[config.mk]
export PLATFORM = sky130hd
export DESIGN_NAME = umd_uart
export DESIGN_NICKNAME = d
export VERILOG_FILES = /design/src/rtl/umd_baud.v /design/src/rtl/umd_rx_shift.v /design/src/rtl/umd_uart.v
export VERILOG_INCLUDE_DIRS = /design/src /design/src/rtl
export SDC_FILE = /design/constraint.sdc
export NUM_CORES = 1
export LEC_CHECK = 0
export ABC_CLOCK_PERIOD_IN_PS = 2900
export BUFFER_PORTS_ARGS = -buffer_cell sky130_fd_sc_hd__buf_2
export CAP_MARGIN = 10
export CORE_ASPECT_RATIO = 0.6
export CORE_MARGIN = 2
export CORE_UTILIZATION = 43
export CTS_BUF_LIST = sky130_fd_sc_hd__clkbuf_8 sky130_fd_sc_hd__clkbuf_16
export CTS_CLUSTER_SIZE = 12
export DETAILED_ROUTE_END_ITERATION = 6
export PLACE_DENSITY = 0.61
export SYNTH_ARGS = -nofsm -noshare
export SYNTH_HDL_FRONTEND = slang
export SYNTH_SLANG_ARGS = --single-unit
export TNS_END_PERCENT = 1
[constraint.sdc]
create_clock -name REF_CLK_IN -period 2.9 [get_ports REF_CLK_IN]
set_clock_uncertainty 0.2 [all_clocks]
set_input_delay 0.58 -clock REF_CLK_IN [delete_from_list [all_inputs] [get_ports REF_CLK_IN]]
set_output_delay 0.58 -clock REF_CLK_IN [all_outputs]
set_load 0.005 [all_outputs]
[src/rtl/umd_regs.vh]
// constants of the multidrop serial port: mode codes, oversampling and timing counts
// assumes inclusion by every design file of the block; holds definitions only
// What this block does
// - Data-available status is 1 while a received byte waits, 0 when empty.
// - With flow hold on, sample clear-to-send one clock before each start bit.
// - A character already shifting out is always finished despite clear-to-send.
// - Multidrop flag bit is sent after the eight data bits, before the stops.
// - In multidrop mode the ninth bit is the flag; parity is not used.
// - Address schemes act only with multidrop enabled; two-bit field picks the scheme.
// - Mode 01: interrupt on each address byte; data bytes interrupt only on errors.
// - Mode 00 with multidrop: interrupt on every received byte.
// - Received multidrop bit status shows the flag of the current byte.
// - Mode 10: compare addresses, drop mismatching address and its data bytes.
// - Hardware match: matching address and following data bytes interrupt.
// - First-byte flag is 1 on first data byte of accepted frame, else 0.
// - Every new address is compared again; a match restarts the frame.
// - Mode 11: like mode 10 but address bytes are not stored and raise no interrupt.
// - Receive interrupt fires on data plus errors, or on errors only.
// - Driver enable asserts when a byte is written for transmission.
// - With flow hold off, driver enable leads the start bit by one to two bit periods.
// - Driver enable covers the frame and drops one clock after the last stop.
// - Driver enable stays on across back-to-back characters.
// - A polarity input selects active-high or active-low driver enable.
// - Character: low start, eight bits LSB first, optional ninth, one or two stops.
// - With flow hold on, transmission starts only while clear-to-send is low.
`ifndef UMD_REGS_VH
`define UMD_REGS_VH
`define UMD_CLK_PERIOD_NS 8
`define UMD_OVERSAMPLE 16
`define UMD_TICK_LAST 4'hF
`define UMD_TICK_MID 4'h7
`define UMD_DE_LEAD_TICKS 5'h11
`define UMD_CTS_SAMPLE_LEAD_CYCLES 1
`define UMD_DE_TAIL_CYCLES 1
`define UMD_MPMD_ALL 2'h0
`define UMD_MPMD_ADDR 2'h1
`define UMD_MPMD_HW 2'h2
`define UMD_MPMD_HW_NOADDR 2'h3
`endif

[src/rtl/umd_baud.v]
// 16x oversampling tick generator for the multidrop serial port
// assumes a divisor held stable while the port is active; zero acts as one
`timescale 1ns/100ps
`include "umd_regs.vh"
module umd_baud #(
   parameter DIV_W = 16
) (
   input wire clk_in,
   input wire rst_n_in,
   input wire ce_in,
   input wire [DIV_W-1:0] div_in,
   output reg tick_out
);
   reg [DIV_W-1:0] cnt;

   always @(posedge clk_in or negedge rst_n_in) begin
      if (!rst_n_in) begin
         cnt <= {DIV_W{1'b0}};
         tick_out <= 1'b0;
      end else if (ce_in) begin
         if (cnt + {{(DIV_W-1){1'b0}}, 1'b1} >= div_in) begin
            cnt <= {DIV_W{1'b0}};
            tick_out <= 1'b1;
         end else begin
            cnt <= cnt + {{(DIV_W-1){1'b0}}, 1'b1};
            tick_out <= 1'b0;
         end
      end
   end
endmodule // umd_baud

[src/rtl/umd_rx_shift.v]
// receive shifter: start check at mid bit, eight data bits LSB first, optional ninth, stop
// assumes rxd already synchronous to the clock and a 16x tick from the baud generator
`timescale 1ns/100ps
`include "umd_regs.vh"
module umd_rx_shift (
   input wire clk_in,
   input wire rst_n_in,
   input wire ce_in,
   input wire tick_in,
   input wire enable_in,
   input wire rxd_in,
   input wire nine_bits_in,
   output reg done_out,
   output reg [7:0] data_out,
   output reg ninth_out,
   output reg frame_err_out
);
   localparam ST_IDLE = 2'h0;
   localparam ST_START = 2'h1;
   localparam ST_SHIFT = 2'h2;
   localparam ST_STOP = 2'h3;

   reg [1:0] state;
   reg [3:0] cnt;
   reg [3:0] nbit;
   reg [8:0] shreg;
   wire [3:0] last_bit;

   assign last_bit = nine_bits_in ? 4'h8 : 4'h7;

   always @(posedge clk_in or negedge rst_n_in) begin
      if (!rst_n_in) begin
         state <= ST_IDLE;
         cnt <= 4'h0;
         nbit <= 4'h0;
         shreg <= 9'h000;
         done_out <= 1'b0;
         data_out <= 8'h00;
         ninth_out <= 1'b0;
         frame_err_out <= 1'b0;
      end else if (ce_in) begin
         done_out <= 1'b0;
         if (!enable_in) begin
            state <= ST_IDLE;
         end else if (tick_in) begin
            case (state)
               ST_IDLE: begin
                  cnt <= 4'h0;
                  if (!rxd_in) begin
                     state <= ST_START;
                  end
               end
               ST_START: begin
                  if (cnt == `UMD_TICK_MID) begin
                     cnt <= 4'h0;
                     nbit <= 4'h0;
                     state <= rxd_in ? ST_IDLE : ST_SHIFT;
                  end else begin
                     cnt <= cnt + 4'h1;
                  end
               end
               ST_SHIFT: begin
                  if (cnt == `UMD_TICK_LAST) begin
                     cnt <= 4'h0;
                     shreg <= {rxd_in, shreg[8:1]};
                     nbit <= nbit + 4'h1;
                     if (nbit == last_bit) begin
                        state <= ST_STOP;
                     end
                  end else begin
                     cnt <= cnt + 4'h1;
                  end
               end
               ST_STOP: begin
                  if (cnt == `UMD_TICK_LAST) begin
                     cnt <= 4'h0;
                     done_out <= 1'b1;
                     frame_err_out <= !rxd_in;
                     data_out <= nine_bits_in ? shreg[7:0] : shreg[8:1];
                     ninth_out <= nine_bits_in & shreg[8];
                     state <= ST_IDLE;
                  end else begin
                     cnt <= cnt + 4'h1;
                  end
               end
               default: state <= ST_IDLE;
            endcase
         end
      end
   end
endmodule // umd_rx_shift

[src/rtl/umd_uart.v]
// multidrop serial port top: transmitter with flow hold and driver enable,
// receive status, multidrop address filtering and receive interrupt
// assumes all inputs synchronous to REF_CLK_IN; configuration stable while enabled
`timescale 1ns/100ps
`include "umd_regs.vh"
module umd_uart #(
   parameter DIV_W = 16
) (
   input wire REF_CLK_IN,
   input wire RST_N_IN,
   input wire CLK_EN_IN,
   input wire [DIV_W-1:0] BAUD_DIV_IN,
   input wire TRANSMITTER_ENABLE_IN,
   input wire RECEIVE_ENABLE_IN,
   input wire FLOW_HOLD_ENABLE_IN,
   input wire PARITY_ENABLE_IN,
   input wire PARITY_ODD_IN,
   input wire TWO_STOP_IN,
   input wire MULTIDROP_ENABLE_IN,
   input wire [1:0] MULTIDROP_MODE_SEL_IN,
   input wire MULTIDROP_FLAG_BIT_IN,
   input wire [7:0] ADDR_COMPARE_IN,
   input wire RX_IRQ_ERRORS_ONLY_IN,
   input wire DRIVE_EN_POLARITY_IN,
   input wire [7:0] TX_DATA_IN,
   input wire TX_WRITE_IN,
   input wire RX_READ_IN,
   input wire RXD_IN,
   input wire CTS_N_IN,
   output reg TXD_OUT,
   output reg TRANSCEIVER_DRIVE_EN_OUT,
   output reg TX_EMPTY_OUT,
   output reg [7:0] RX_DATA_OUT,
   output reg RX_DATA_AVAILABLE_OUT,
   output reg RX_MULTIDROP_BIT_OUT,
   output reg FIRST_BYTE_OF_FRAME_OUT,
   output reg RX_FRAMING_ERR_OUT,
   output reg RX_PARITY_ERR_OUT,
   output reg RX_OVERRUN_OUT,
   output reg RX_IRQ_OUT
);
   localparam TX_IDLE = 3'h0;
   localparam TX_LEAD = 3'h1;
   localparam TX_START = 3'h2;
   localparam TX_DATA = 3'h3;
   localparam TX_NINTH = 3'h4;
   localparam TX_STOP = 3'h5;

   wire tick;
   wire rx_done;
   wire [7:0] rx_byte;
   wire rx_ninth;
   wire rx_ferr;
   wire nine_bits;
   wire tx_bit_end;
   wire flow_held;
   wire tx_go;

   reg [2:0] tx_state;
   reg [3:0] tx_tick;
   reg [4:0] lead_cnt;
   reg [2:0] tx_nbit;
   reg tx_second_stop;
   reg [7:0] tx_hold;
   reg tx_hold_flag;
   reg tx_full;
   reg [7:0] tx_shift;
   reg tx_ninth;

   reg frame_accept;
   reg first_pending;
   reg rx_is_addr;
   reg rx_store;
   reg rx_irq_ok;
   reg rx_first;
   reg rx_perr;

   // ninth bit carries the flag in multidrop mode, parity otherwise
   assign nine_bits = MULTIDROP_ENABLE_IN | PARITY_ENABLE_IN;
   assign tx_bit_end = tick & (tx_tick == `UMD_TICK_LAST);
   // clear-to-send is looked at on the tick cycle, one clock before the start bit drives
   assign flow_held = FLOW_HOLD_ENABLE_IN & CTS_N_IN;
   assign tx_go = tx_full & TRANSMITTER_ENABLE_IN & !flow_held;

   umd_baud #(
      .DIV_W(DIV_W)
   ) u_baud (
      .clk_in(REF_CLK_IN),
      .rst_n_in(RST_N_IN),
      .ce_in(CLK_EN_IN),
      .div_in(BAUD_DIV_IN),
      .tick_out(tick)
   );

   umd_rx_shift u_rx (
      .clk_in(REF_CLK_IN),
      .rst_n_in(RST_N_IN),
      .ce_in(CLK_EN_IN),
      .tick_in(tick),
      .enable_in(RECEIVE_ENABLE_IN),
      .rxd_in(RXD_IN),
      .nine_bits_in(nine_bits),
      .done_out(rx_done),
      .data_out(rx_byte),
      .ninth_out(rx_ninth),
      .frame_err_out(rx_ferr)
   );

   // transmitter
   always @(posedge REF_CLK_IN or negedge RST_N_IN) begin
      if (!RST_N_IN) begin
         tx_state <= TX_IDLE;
         tx_tick <= 4'h0;
         lead_cnt <= 5'h00;
         tx_nbit <= 3'h0;
         tx_second_stop <= 1'b0;
         tx_hold <= 8'h00;
         tx_hold_flag <= 1'b0;
         tx_full <= 1'b0;
         tx_shift <= 8'h00;
         tx_ninth <= 1'b0;
         TXD_OUT <= 1'b1;
         TX_EMPTY_OUT <= 1'b1;
         TRANSCEIVER_DRIVE_EN_OUT <= 1'b0;
      end else if (CLK_EN_IN) begin
         if (TX_WRITE_IN) begin
            tx_hold <= TX_DATA_IN;
            tx_hold_flag <= MULTIDROP_FLAG_BIT_IN;
            tx_full <= 1'b1;
         end
         if (tick && tx_state != TX_IDLE && tx_state != TX_LEAD) begin
            tx_tick <= tx_tick + 4'h1;
         end
         case (tx_state)
            TX_IDLE: begin
               lead_cnt <= 5'h00;
               if (tx_full) begin
                  tx_state <= TX_LEAD;
               end
            end
            TX_LEAD: begin
               // a bit period and two ticks of setup (18 ticks), counted in ticks from entry to TX_LEAD
               if (tick) begin
                  if (lead_cnt < `UMD_DE_LEAD_TICKS) begin
                     lead_cnt <= lead_cnt + 5'h01;
                  end else if (tx_go) begin
                     tx_state <= TX_START;
                     tx_tick <= 4'h0;
                     tx_shift <= tx_hold;
                     tx_ninth <= MULTIDROP_ENABLE_IN ? tx_hold_flag :
                        (^tx_hold) ^ PARITY_ODD_IN;
                     tx_full <= TX_WRITE_IN;
                     TXD_OUT <= 1'b0;
                  end
               end
            end
            TX_START: begin
               if (tx_bit_end) begin
                  tx_state <= TX_DATA;
                  tx_nbit <= 3'h0;
                  TXD_OUT <= tx_shift[0];
                  tx_shift <= {1'b0, tx_shift[7:1]};
               end
            end
            TX_DATA: begin
               // clear-to-send is not looked at here, so the character always completes
               if (tx_bit_end) begin
                  tx_nbit <= tx_nbit + 3'h1;
                  if (tx_nbit != 3'h7) begin
                     TXD_OUT <= tx_shift[0];
                     tx_shift <= {1'b0, tx_shift[7:1]};
                  end else if (nine_bits) begin
                     tx_state <= TX_NINTH;
                     TXD_OUT <= tx_ninth;
                  end else begin
                     tx_state <= TX_STOP;
                     tx_second_stop <= 1'b0;
                     TXD_OUT <= 1'b1;
                  end
               end
            end
            TX_NINTH: begin
               if (tx_bit_end) begin
                  tx_state <= TX_STOP;
                  tx_second_stop <= 1'b0;
                  TXD_OUT <= 1'b1;
               end
            end
            TX_STOP: begin
               if (tx_bit_end) begin
                  if (TWO_STOP_IN && !tx_second_stop) begin
                     tx_second_stop <= 1'b1;
                  end else if (tx_go) begin
                     // next character follows at once, driver enable stays on
                     tx_state <= TX_START;
                     tx_shift <= tx_hold;
                     tx_ninth <= MULTIDROP_ENABLE_IN ? tx_hold_flag :
                        (^tx_hold) ^ PARITY_ODD_IN;
                     tx_full <= TX_WRITE_IN;
                     TXD_OUT <= 1'b0;
                  end else if (tx_full) begin
                     tx_state <= TX_LEAD;
                     lead_cnt <= `UMD_DE_LEAD_TICKS;
                  end else begin
                     tx_state <= TX_IDLE;
                  end
               end
            end
            default: tx_state <= TX_IDLE;
         endcase
         TX_EMPTY_OUT <= !(tx_full | TX_WRITE_IN);
         // registered from the state, so it falls one clock after the last stop ends
         TRANSCEIVER_DRIVE_EN_OUT <= (tx_state != TX_IDLE || tx_full || TX_WRITE_IN) ~^
            DRIVE_EN_POLARITY_IN;
      end
   end

   // multidrop acceptance of a completed character
   always @* begin
      rx_is_addr = MULTIDROP_ENABLE_IN & rx_ninth;
      rx_store = 1'b1;
      rx_irq_ok = 1'b1;
      rx_first = 1'b0;
      rx_perr = PARITY_ENABLE_IN & !MULTIDROP_ENABLE_IN &
         (rx_ninth != ((^rx_byte) ^ PARITY_ODD_IN));
      if (MULTIDROP_ENABLE_IN) begin
         case (MULTIDROP_MODE_SEL_IN)
            `UMD_MPMD_ALL: begin
               rx_irq_ok = 1'b1;
            end
            `UMD_MPMD_ADDR: begin
               rx_irq_ok = rx_is_addr;
            end
            `UMD_MPMD_HW: begin
               if (rx_is_addr) begin
                  rx_store = (rx_byte == ADDR_COMPARE_IN);
                  rx_irq_ok = rx_store;
               end else begin
                  rx_store = frame_accept;
                  rx_first = first_pending;
               end
            end
            `UMD_MPMD_HW_NOADDR: begin
               if (rx_is_addr) begin
                  rx_store = 1'b0;
               end else begin
                  rx_store = frame_accept;
                  rx_first = first_pending;
               end
            end
            default: rx_store = 1'b1;
         endcase
      end
   end

   // receive status, data and interrupt
   always @(posedge REF_CLK_IN or negedge RST_N_IN) begin
      if (!RST_N_IN) begin
         frame_accept <= 1'b0;
         first_pending <= 1'b0;
         RX_DATA_OUT <= 8'h00;
         RX_DATA_AVAILABLE_OUT <= 1'b0;
         RX_MULTIDROP_BIT_OUT <= 1'b0;
         FIRST_BYTE_OF_FRAME_OUT <= 1'b0;
         RX_FRAMING_ERR_OUT <= 1'b0;
         RX_PARITY_ERR_OUT <= 1'b0;
         RX_OVERRUN_OUT <= 1'b0;
         RX_IRQ_OUT <= 1'b0;
      end else if (CLK_EN_IN) begin
         RX_IRQ_OUT <= 1'b0;
         if (RX_READ_IN) begin
            RX_DATA_AVAILABLE_OUT <= 1'b0;
            RX_FRAMING_ERR_OUT <= 1'b0;
            RX_PARITY_ERR_OUT <= 1'b0;
            RX_OVERRUN_OUT <= 1'b0;
         end
         if (rx_done) begin
            if (rx_is_addr && MULTIDROP_MODE_SEL_IN[1]) begin
               // every address is compared again and restarts or ends the frame
               frame_accept <= (rx_byte == ADDR_COMPARE_IN);
               first_pending <= (rx_byte == ADDR_COMPARE_IN);
            end else if (rx_store && frame_accept) begin
               first_pending <= 1'b0;
            end
            if (rx_store) begin
               if (RX_DATA_AVAILABLE_OUT && !RX_READ_IN) begin
                  // unread byte is kept; the new one is lost
                  RX_OVERRUN_OUT <= 1'b1;
                  RX_IRQ_OUT <= 1'b1;
               end else begin
                  RX_DATA_OUT <= rx_byte;
                  RX_DATA_AVAILABLE_OUT <= 1'b1;
                  RX_MULTIDROP_BIT_OUT <= rx_is_addr;
                  FIRST_BYTE_OF_FRAME_OUT <= rx_first;
                  RX_FRAMING_ERR_OUT <= rx_ferr;
                  RX_PARITY_ERR_OUT <= rx_perr;
                  RX_IRQ_OUT <= rx_ferr | rx_perr |
                     (rx_irq_ok & !RX_IRQ_ERRORS_ONLY_IN);
               end
            end
         end
      end
   end
endmodule // umd_uart

==> summary.md, run 1 <==
| Metric | Value |
|---|---|
| Outcome | complete, but fails checks |
| Failing checks | setup timing |
| Crit-path max FO | 6 |
| Power, Total | 4.02 mW |
| Share of cells above drive strength 1 | 24.5% |
| Post-synth top flop | dfrtp_1 |
| Final WS setup | -0.0572 ns |
| Placeable Area | 0.0135 sq mm |
| DP Wirelength | 10.0 mm |
| Total negative slack | -0.149 ns |
| First-pass GRT wire length | 22.4 mm |
| Rows | 33 |
| Top post-synthesis cells by area | dfrtp_1 (42%), ha_1 (6.6%), nand2_1 (4.3%), xnor2_1 (3.9%), mux2_2 (3.8%) |
| Post-route insts no fill | 864 |
| Worst-path clk slew | 0.07 ns |
| DR pass1 iterations | 4 |
| Syn-to-layout area delta | 19.3% |
| RSZ-0062 raised after global routing | true |
| Post-Route WL | 13.4 mm |
| Post-synth EDFFs | 0 |
| Yosys cell types | 62 |
| CP arrival | 2.99 ns |
| Worst vdd ir | 278 uV |
| NumNets Final | 766 |
| TritonCTS clock tree | done |
| Fin area | 0.00702 sq mm |
| Hold Crit Class | in -> async |
| Vias per std cell | 5.40 |
| CP max stage cell | dfrtp_1 |
| Power density over the cells | 573 mW/mm^2 |
| Critical path cell sequence | and4_4, nand4_1, nand2b_1, xnor2_1, ha_1, o21ai_1, a21oi_1, o21a_1, a2bb2oi_4, buf_6, o21ai_1, a22o_1 |
| Port Buf Inserts | 68 |
| Fraction of registers with async set/reset | 100% |
| CTS sink cnt | 102 |
| Fin Hold WS | 0.0328 ns |
| Post-DP Area | 0.00655 sq mm |
| Setup-failing EPs final | 6 |
| Die ar. | 0.0147 sq mm |
| Pre-CTS WS | -0.137 ns |
| Worst slew pin tran | 0.676 ns |
| Post-route DRC | 0 |
| Biggest area consumer among synthesized cells | dfrtp_1 |
| Number of max-cap violations | 0 |
| Clock latency on the worst-skew pair | 0.34 ns |
| Max_slew headroom | 54.9% |
| Via count | 4,667 |
| Pins over their slew limit | 0 |
| Initial DRC Count | 333 |
| Largest net degree at the start of global routing | 44 |
| Synth top area share | 42.5% |
| Part of the cycle the worst path needs | 102% |
| Syn Inst Count | 596 |
| Initial core utilization | 43.6% |
| Vias in the first global route | 4,572 |
| Mapped cell area | 0.00589 sq mm |
| Synthesis warning total | 0 |
| H-Tree Depth | 3 |
| Leakage power | 3.42 nW |
| CTS Root Cell | clkbuf_16 |
| Avg Cell Area, Syn | 9.88 sq um |
| I/O Pins | 69 |
| F_max | 338 MHz |
| Sequential fraction of the synthesis area | 43.4% |
| Clock Tree Buf Depth | 2 |
| Syn nets | 678 |
| Die width | 155 microns |
| Diodes inserted | 0 |
| CP required | 2.93 ns |
| Routed WL per cell | 15.5 microns |
| Tot GR Track Use | 19.2% |
| DRT antenna net count | 0 |
| Initial antenna violation count | 0 |
| Crit-path most repeated cell | o21ai_1 |
| Post-layout min period | 2.96 ns |
| Die Ht | 94.6 microns |
| Fin util | 52.0% |
| Yosys reg bits | 102 |
| Final Wtd Congestion | 0.889 |
| Slowest stage delay, CP | 0.37 ns |
| Final Hold Vio Count | 0 |
| Kind of critical path | reg -> reg |
| TritonCTS Buffers | 9 |
| Total gr overflow | 0 |
| Crit end category | flop |
| Placed insts | 840 |
| Startpoint types | flop |
==> layout make-up <==
type                       count  area (sq um)
sequential                   102          2560
inverter                      30           113
clock inverter                 7          56.3
fill                        1205          6480
clock buffer                   9           225
tap                          175           219
multi-input combinational    444          3260
timing repair buffer          97           593
==> cell usage after synthesis, drive strengths merged (3+ instances only) <==
| library cell | n |
|---|---|
| dfrtp | 100 |
| nand2 | 67 |
| o21ai | 54 |
| mux2 | 34 |
| nor2 | 34 |
| ha | 31 |
| inv | 30 |
| xnor2 | 26 |
| mux2i | 20 |
| a21oi | 19 |
| nand3 | 19 |
| xor2 | 18 |
| nand2b | 16 |
| clkbuf | 13 |
| nor3 | 8 |
| buf | 7 |
| nor2b | 7 |
| o2bb2ai | 7 |
| a22o | 6 |
| and3 | 6 |
| nand4 | 6 |
| o211ai | 5 |
| or2 | 5 |
| a211oi | 4 |
| a21boi | 4 |
| and4 | 4 |
| nand3b | 4 |
| nor4 | 4 |
| a21o | 3 |
| a31oi | 3 |
| a32o | 3 |
| o21a | 3 |
| o21bai | 3 |
==> repair_timing <==
action,4_1_cts,5_1_grt
setup buffers,8,0
gates resized for setup,12,13
setup endpoints to repair,12,17
hold buffers,0,0
pin swaps,11,10
==> layer usage <==
metal / vias to the layer above / global-route usage, % / share of wire [%]
met4: 0 / 3.94 / 0.68
met3: 14 / 3.40 / 4.0
met2: 101 / 29.4 / 44
met1: 2265 / 28.5 / 51
met5: - / 0 / 0
li1: 2287 / - / -
==> cell usage in the layout (no fill, tap or decap), drive strengths merged, types with 5 or more instances in the layout <==
cell type / Yosys / layout
xor2: 18 / 18
or2: 5 / 5
o21ai: 54 / 54
clkbuf: 13 / 9
nand2: 67 / 67
inv: 30 / 32
nand3: 19 / 19
xnor2: 26 / 26
o211ai: 5 / 5
dfrtp: 100 / 100
buf: 7 / 97
nand4: 6 / 6
mux2: 34 / 34
nor3: 8 / 8
mux2i: 20 / 20
nor2b: 7 / 7
o2bb2ai: 7 / 7
nand2b: 16 / 16
a22o: 6 / 6
nor2: 34 / 34
a21oi: 19 / 19
and3: 6 / 6
ha: 31 / 31
==> worst max-delay path: cells and delay by family (launching register included) <==
kind | cells | cell delay [ns]
compound gates | 6 | 0.94
xor+xnor | 1 | 0.17
fa+ha+maj | 1 | 0.29
buf+inv | 1 | 0.15
flops | 1 | 0.37
simple gates | 3 | 0.72
==> state kept, by name, indices dropped and copies added, names as in the netlist, 2 cells and up <==
signal and count:
RX_DATA_OUT 8, lead_cnt 5, tx_hold 8, tx_nbit 3
tx_shift 8, tx_state 3, tx_tick 4, u_baud.cnt 16
u_rx.cnt 4, u_rx.data_out 8, u_rx.nbit 4, u_rx.shreg 9
u_rx.state 2
==> kinds of logic (layout without fill, tap and decap cells) <==
logic type	count (synthesis)	after routing	share of synthesized area, %
mux	54	54	10.4
compound gates	128	128	14.0
xor+xnor	44	44	6.54
fa+ha+maj	31	31	6.59
flops	102	102	43.4
simple gates	187	187	15.7
buf+inv	50	143	3.38
==> worst paths after layout <==
| path | startpoint | end | slack, ns | cells after the start |
|---|---|---|---|---|
| max reg2reg | u_baud.cnt[4] | u_baud.cnt[2] | -0.06 | 12 |
| min | RST_N_IN | u_baud.cnt[5] | 0.03 | 1 |
| min reg2reg | tx_nbit[2] | tx_nbit[2] | 0.28 | 2 |
| max in group asynchronous | RST_N_IN | TXD_OUT | 1.77 | 2 |
| min in group REF_CLK_IN | TX_WRITE_IN | TX_EMPTY_OUT | 0.24 | 2 |
| max | u_baud.cnt[4] | u_baud.cnt[2] | -0.06 | 12 |
==> power breakdown <==
group          switching, mW  internal (mW)  total [mW]
combinational          0.576          0.487        1.06
sequential             0.198           1.62        1.82
clock                  0.550          0.591        1.14
No activity file was read; power rests on OpenSTA's default activity.
==> run 2: changes to the inputs <==
--- a/config.mk
+++ b/config.mk
@@ -6,7 +6,7 @@
 export SDC_FILE = /design/constraint.sdc
 export NUM_CORES = 1
 export LEC_CHECK = 0
-export ABC_CLOCK_PERIOD_IN_PS = 2900
+export ABC_CLOCK_PERIOD_IN_PS = 3700
 export BUFFER_PORTS_ARGS = -buffer_cell sky130_fd_sc_hd__buf_2
 export CAP_MARGIN = 10
 export CORE_ASPECT_RATIO = 0.6
@@ -15,7 +15,7 @@
 export CTS_BUF_LIST = sky130_fd_sc_hd__clkbuf_8 sky130_fd_sc_hd__clkbuf_16
 export CTS_CLUSTER_SIZE = 12
 export DETAILED_ROUTE_END_ITERATION = 6
-export PLACE_DENSITY = 0.61
+export PLACE_DENSITY = 0.59
 export SYNTH_ARGS = -nofsm -noshare
 export SYNTH_HDL_FRONTEND = slang
 export SYNTH_SLANG_ARGS = --single-unit
==> constraint.sdc (replaced) <==
create_clock -name REF_CLK_IN -period 3.7 [get_ports REF_CLK_IN]
set_clock_uncertainty 0.2 [all_clocks]
set_input_delay 0.74 -clock REF_CLK_IN [delete_from_list [all_inputs] [get_ports REF_CLK_IN]]
set_output_delay 0.74 -clock REF_CLK_IN [all_outputs]
set_load 0.005 [all_outputs]
==> run 2 against run 1 <==
  * The flow now finishes without violations
  * Final cell count shrank 2.8%
  * Sequential share of layout area grew 1.6 points
  * Non-clock buffer count shrank 24
  * Largest power group unchanged
  * Core utilization shrank 2.2 points
  * Register-to-register slack gained 0.31 ns
==> summary.md, run 2 (same netlist as run 1, synthesis figures left out) <==
| Metric | Value |
|---|---|
| Outcome | completed |
| Final Hold Vio Count | 0 |
| Via count | 4,521 |
| Die ar. | 0.0147 sq mm |
| Startpoint types | flop |
| CTS Root Cell | clkbuf_16 |
| Kind of critical path | reg -> reg |
| Most flops, register | u_baud.cnt |
| Worst R2R Start | u_baud.cnt[2] |
| Total negative slack | 0 ns |
| Die width | 155 microns |
| Hold Crit Class | in -> async |
| Commonest non-fill, non-tap cell in the layout | dfrtp_1 |
| Cts repair resizes | 0 |
| Pins over their slew limit | 0 |
| Largest regs | u_baud.cnt (16), u_rx.shreg (9) |
| Commonest cells after routing, fill and taps aside | dfrtp_1 (100), nand2_1 (67), buf_2 (67) |
| CP bufs+invs | 1 |
| Fin util | 49.8% |
| I/O Pins | 69 |
| Fin Hold WS | 0.114 ns |
| R2r setup slk | 0.26 ns |
| Reg2reg path depth | 13 |
| Worst-path clk slew | 0.07 ns |
| CP arrival | 3.53 ns |
| Post-Route WL | 12.7 mm |
| Crit-path most repeated cell | nor2_1 |
| Port Buf Inserts | 68 |
| Crit-path max FO | 16 |
| Setup-failing EPs final | 0 |
| CP required | 3.78 ns |
| Post-DP Area | 0.00641 sq mm |
| Leakage power | 3.28 nW |
| Clock Tree Buf Depth | 2 |
| Worst slew pin tran | 1.08 ns |
| Routed WL per cell | 15.1 microns |
| DP Wirelength | 9.39 mm |
| Syn-to-layout area delta | 14.2% |
| RSZ-0062 raised after global routing | false |
| Crit-path leading delay family | simple AND/OR/NAND/NOR gates |
| CP max stage cell | dfrtp_1 |
| Initial antenna violation count | 0 |
| Critical path cell sequence | and4_1, nand4_1, nor2_1, nand3_1, xnor2_1, ha_1, a21oi_1, o21ai_0, nor2_1, a2bb2oi_1, buf_4, nor2_1, a22o_1 |
| Final Wtd Congestion | 0.809 |
| CTS sink cnt | 102 |
| Diodes inserted | 0 |
| Power density over the cells | 474 mW/mm^2 |
| TritonCTS Buffers | 9 |
| Tot GR Track Use | 18.3% |
| Max_slew headroom | 27.9% |
| Post-layout min period | 3.44 ns |
| Initial DRC Count | 283 |
| Largest net degree at the start of global routing | 76 |
| F_max | 290 MHz |
| H-Tree Depth | 3 |
| DRT antenna net count | 0 |
| Number of flip-flops in the largest register | 16 |
| First-pass GRT wire length | 21.2 mm |
| Slowest stage delay, CP | 0.45 ns |
| DR pass1 iterations | 5 |
| Number of max-cap violations | 0 |
| Post-route DRC | 0 |
| Worst vdd ir | 238 uV |
| Post-CTS Setup Inserts | 0 |
| Share of cells above drive strength 1 | 18.5% |
| TritonCTS clock tree | done |
| Clock latency on the worst-skew pair | 0.35 ns |
| Vias per std cell | 5.38 |
| Power, Total | 3.18 mW |
| Fin area | 0.00672 sq mm |
| Hold Buf Count CTS | 0 |
| NumNets Final | 742 |
| Die Ht | 94.6 microns |
| Total gr overflow | 0 |
| Vias in the first global route | 4,181 |
| Part of the cycle the worst path needs | 93.1% |
| Crit end category | flop |
| Initial core utilization | 43.6% |
| Worst r2r dst | u_baud.cnt[7] |
| Rows | 33 |
| Placeable Area | 0.0135 sq mm |
## run 2: how the worst max path moves through the flow
stage / slack, ns / depth (start not counted) / to / from
final: 0.26 / 13 / u_baud.cnt[7] / u_baud.cnt[2]
after global routing: 0.01 / 13 / u_baud.cnt[7] / u_baud.cnt[2]
after CTS: 0.29 / 13 / u_baud.cnt[7] / u_baud.cnt[2]
after detailed placement: 0.30 / 13 / u_baud.cnt[7] / u_baud.cnt[2]
after global placement: 0.51 / 13 / u_baud.cnt[7] / u_baud.cnt[2]
after floorplan: 0.55 / 13 / u_baud.cnt[15] / u_baud.cnt[2]
## run 2: layout make-up
class,instances,area (sq um)
Inverter,30,113
Timing Repair Buffer,73,393
Clock inverter,5,57.6
Clock buffer,11,253
Sequential cell,102,2550
Fill cell,1239,6780
Tap cell,175,219
Multi-Input combinational cell,444,3130
## run 2: routing by layer
layer	global-route usage [%]	vias to the layer above	routed length, microns
li1	-	2231	-
met1	28.4	2196	6940
met2	25.8	81	5180
met3	3.90	13	497
met4	3.94	0	102
met5	0	-	0
## run 2: where the power goes
group,switching (mW),total (mW),internal (mW),leakage [nW]
Clock,0.424,0.986,0.562,0.150
Combinational,0.407,0.753,0.346,1.78
Sequential,0.176,1.45,1.27,1.35
## run 2: through the flow
stage                     std cells  setup WS [ns]
after floorplan                 596          0.551
after global placement          824          0.514
after detailed placement        824          0.301
after CTS                       840          0.287
after global routing            840         0.0121
final                           840          0.255
==> run 3: changes to the inputs <==
--- a/config.mk
+++ b/config.mk
@@ -6,7 +6,7 @@
 export SDC_FILE = /design/constraint.sdc
 export NUM_CORES = 1
 export LEC_CHECK = 0
-export ABC_CLOCK_PERIOD_IN_PS = 3700
+export ABC_CLOCK_PERIOD_IN_PS = 3200
 export BUFFER_PORTS_ARGS = -buffer_cell sky130_fd_sc_hd__buf_2
 export CAP_MARGIN = 10
 export CORE_ASPECT_RATIO = 0.6
==> constraint.sdc (replaced) <==
create_clock -name REF_CLK_IN -period 3.2 [get_ports REF_CLK_IN]
set_clock_uncertainty 0.2 [all_clocks]
set_input_delay 0.64 -clock REF_CLK_IN [delete_from_list [all_inputs] [get_ports REF_CLK_IN]]
set_output_delay 0.64 -clock REF_CLK_IN [all_outputs]
set_load 0.005 [all_outputs]
==> run 3 against run 2 <==
  * Sequential share of layout area decreased by 0.76 points
  * Clock-buffer cell count decreased by 1
  * Final area increased by 2.2%
==> summary.md, run 3 (same netlist as run 1, synthesis figures left out) <==
| Metric | Value |
|---|---|
| Diodes inserted | 0 |
| Slowest stage delay, CP | 0.40 ns |
| F_max | 328 MHz |
| TritonCTS clock tree | done |
| Tot GR Track Use | 19.2% |
| Post-Route WL | 13.2 mm |
| Vias per std cell | 5.36 |
| Port Buf Inserts | 68 |
| Die width | 155 microns |
| Placed insts | 830 |
| Post-route DRC | 0 |
| Hold Crit Class | in -> async |
| Post-route insts no fill | 849 |
| Kind of critical path | reg -> reg |
| Worst vdd ir | 279 uV |
| Initial core utilization | 43.6% |
| CP bufs+invs | 1 |
| Pins over their slew limit | 0 |
| Part of the cycle the worst path needs | 95.3% |
| Critical path cell sequence | and4_4, nand4_1, nor2_2, nand3_1, xnor2_1, ha_1, nand2_1, o21ai_1, nor2_1, a2bb2oi_2, buf_6, o21ai_0, a22o_1 |
| Reg2reg path depth | 13 |
| First-pass GRT wire length | 22.2 mm |
| Hold Buf Count CTS | 0 |
| Number of flip-flops in the largest register | 16 |
| Worst slew pin tran | 1.05 ns |
| DRT antenna net count | 0 |
| Final Hold Vio Count | 0 |
| Crit end category | flop |
| Initial DRC Count | 235 |
| Clock latency on the worst-skew pair | 0.35 ns |
| Worst r2r dst | u_baud.cnt[15] |
| Part of the power in registers | 44.0% |
| NumNets Final | 751 |
| Power density over the cells | 552 mW/mm^2 |
| Worst setup path endpoint | u_baud.cnt[15] |
| Leakage power | 3.33 nW |
| CTS Root Cell | clkbuf_16 |
| Crit-path max FO | 9 |
| Worst R2R Start | u_baud.cnt[3] |
| Crit path launch | u_baud.cnt[3] |
| Combinational share of power | 24.2% |
| Placeable Area | 0.0135 sq mm |
| Outcome | completed |
| Commonest non-fill, non-tap cell in the layout | dfrtp_1 |
| Most flops, register | u_baud.cnt |
| Setup-failing EPs final | 0 |
| Final Wtd Congestion | 0.787 |
| Die ar. | 0.0147 sq mm |
| Largest net degree at the start of global routing | 61 |
| Clock Tree Buf Depth | 2 |
| Via count | 4,551 |
| Worst-path clk slew | 0.07 ns |
| CTS sink cnt | 102 |
| Max_slew headroom | 30.2% |
| H-Tree Depth | 3 |
| Share of cells above drive strength 1 | 21.8% |
| Syn-to-layout area delta | 16.7% |
| Sw Ratio | 31.2% |
| CP arrival | 3.08 ns |
| Startpoint types | flop |
| Total gr overflow | 0 |
| Sw Pwr | 1.18 mW |
| Rows | 33 |
| Die Ht | 94.6 microns |
| Crit-path leading delay family | simple AND/OR/NAND/NOR gates |
| Largest regs | u_baud.cnt (16), u_rx.shreg (9) |
| Vias in the first global route | 4,362 |
| Part of the power in the clock network | 31.8% |
| Fillcell total | 1,228 |
| CP Depth | 13 |
| Routed WL per cell | 15.6 microns |
| Pint | 2.61 mW |
| Initial antenna violation count | 0 |
| I/O Pins | 69 |
| DP Wirelength | 9.84 mm |
| Fin Hold WS | 0.151 ns |
| TritonCTS Buffers | 9 |
| Number of max-cap violations | 0 |
| DR pass1 iterations | 5 |
| CP required | 3.23 ns |
| Commonest cells after routing, fill and taps aside | dfrtp_1 (97), nand2_1 (67), buf_2 (67) |
| R2r setup slk | 0.15 ns |
| CP max stage cell | dfrtp_1 |
| Post-layout min period | 3.05 ns |
==> run 3: worst min path at each step <==
stage | slack, ns | to | startpoint
final | 0.15 | u_baud.cnt[1] | RST_N_IN
after global routing | 0.23 | u_baud.cnt[1] | RST_N_IN
after floorplan | 0.14 | FIRST_BYTE_OF_FRAME_OUT | RST_N_IN
after detailed placement | 0.27 | tx_shift[7] | tx_shift[7]
after global placement | 0.26 | tx_shift[1] | tx_shift[1]
after CTS | 0.20 | u_baud.cnt[1] | RST_N_IN
==> run 3: metrics by stage <==
step           cell area (sq um)  setup WS (ns)  util [%]  setup TNS, ns  total power, mW
4_1_cts                     6790         0.0955      50.3              0             3.79
2_1_floorplan               5890         0.0508         -              0             2.29
6_report                    6870          0.150      50.9              0             3.80
5_1_grt                     6870        -0.0270      50.9        -0.0325             4.05
3_3_place_gp                6460          0.190      47.8              0             2.54
3_5_place_dp                6460          0.100      47.8              0             2.58
==> run 3: layout make-up <==
cell class                 count  area (sq um)  share of cell area [%]
clock inverter                 6          90.1                    1.31
inverter                      30           113                    1.64
multi-input combinational    444          3180                    46.3
tap                          175           219                    3.19
timing repair buffer          82           468                    6.81
clock buffer                  10           239                    3.48
sequential                   102          2560                    37.2
==> run 3: metal layers <==
metal / share of wire (%) / global-route usage, % / vias up
li1: - / - / 2256
met1: 53 / 29.3 / 2192
met2: 42 / 28.0 / 91
met3: 4.3 / 3.99 / 12
met4: 0.79 / 4.01 / 0
met5: 0 / 0 / -
==> run 3: power by group through the flow <==
stage	clock, mW	sequential, mW	combinational [mW]
after global placement	0	1.68	0.869
after floorplan	0	1.61	0.680
final	1.21	1.67	0.919
after detailed placement	0	1.69	0.888
after global routing	1.29	1.70	1.06
after CTS	1.23	1.66	0.894
==> run 3: timing repair <==
item	in CTS	in global routing
buffers inserted	0	3
setup endpoints to repair	0	17
gates resized for setup	0	19
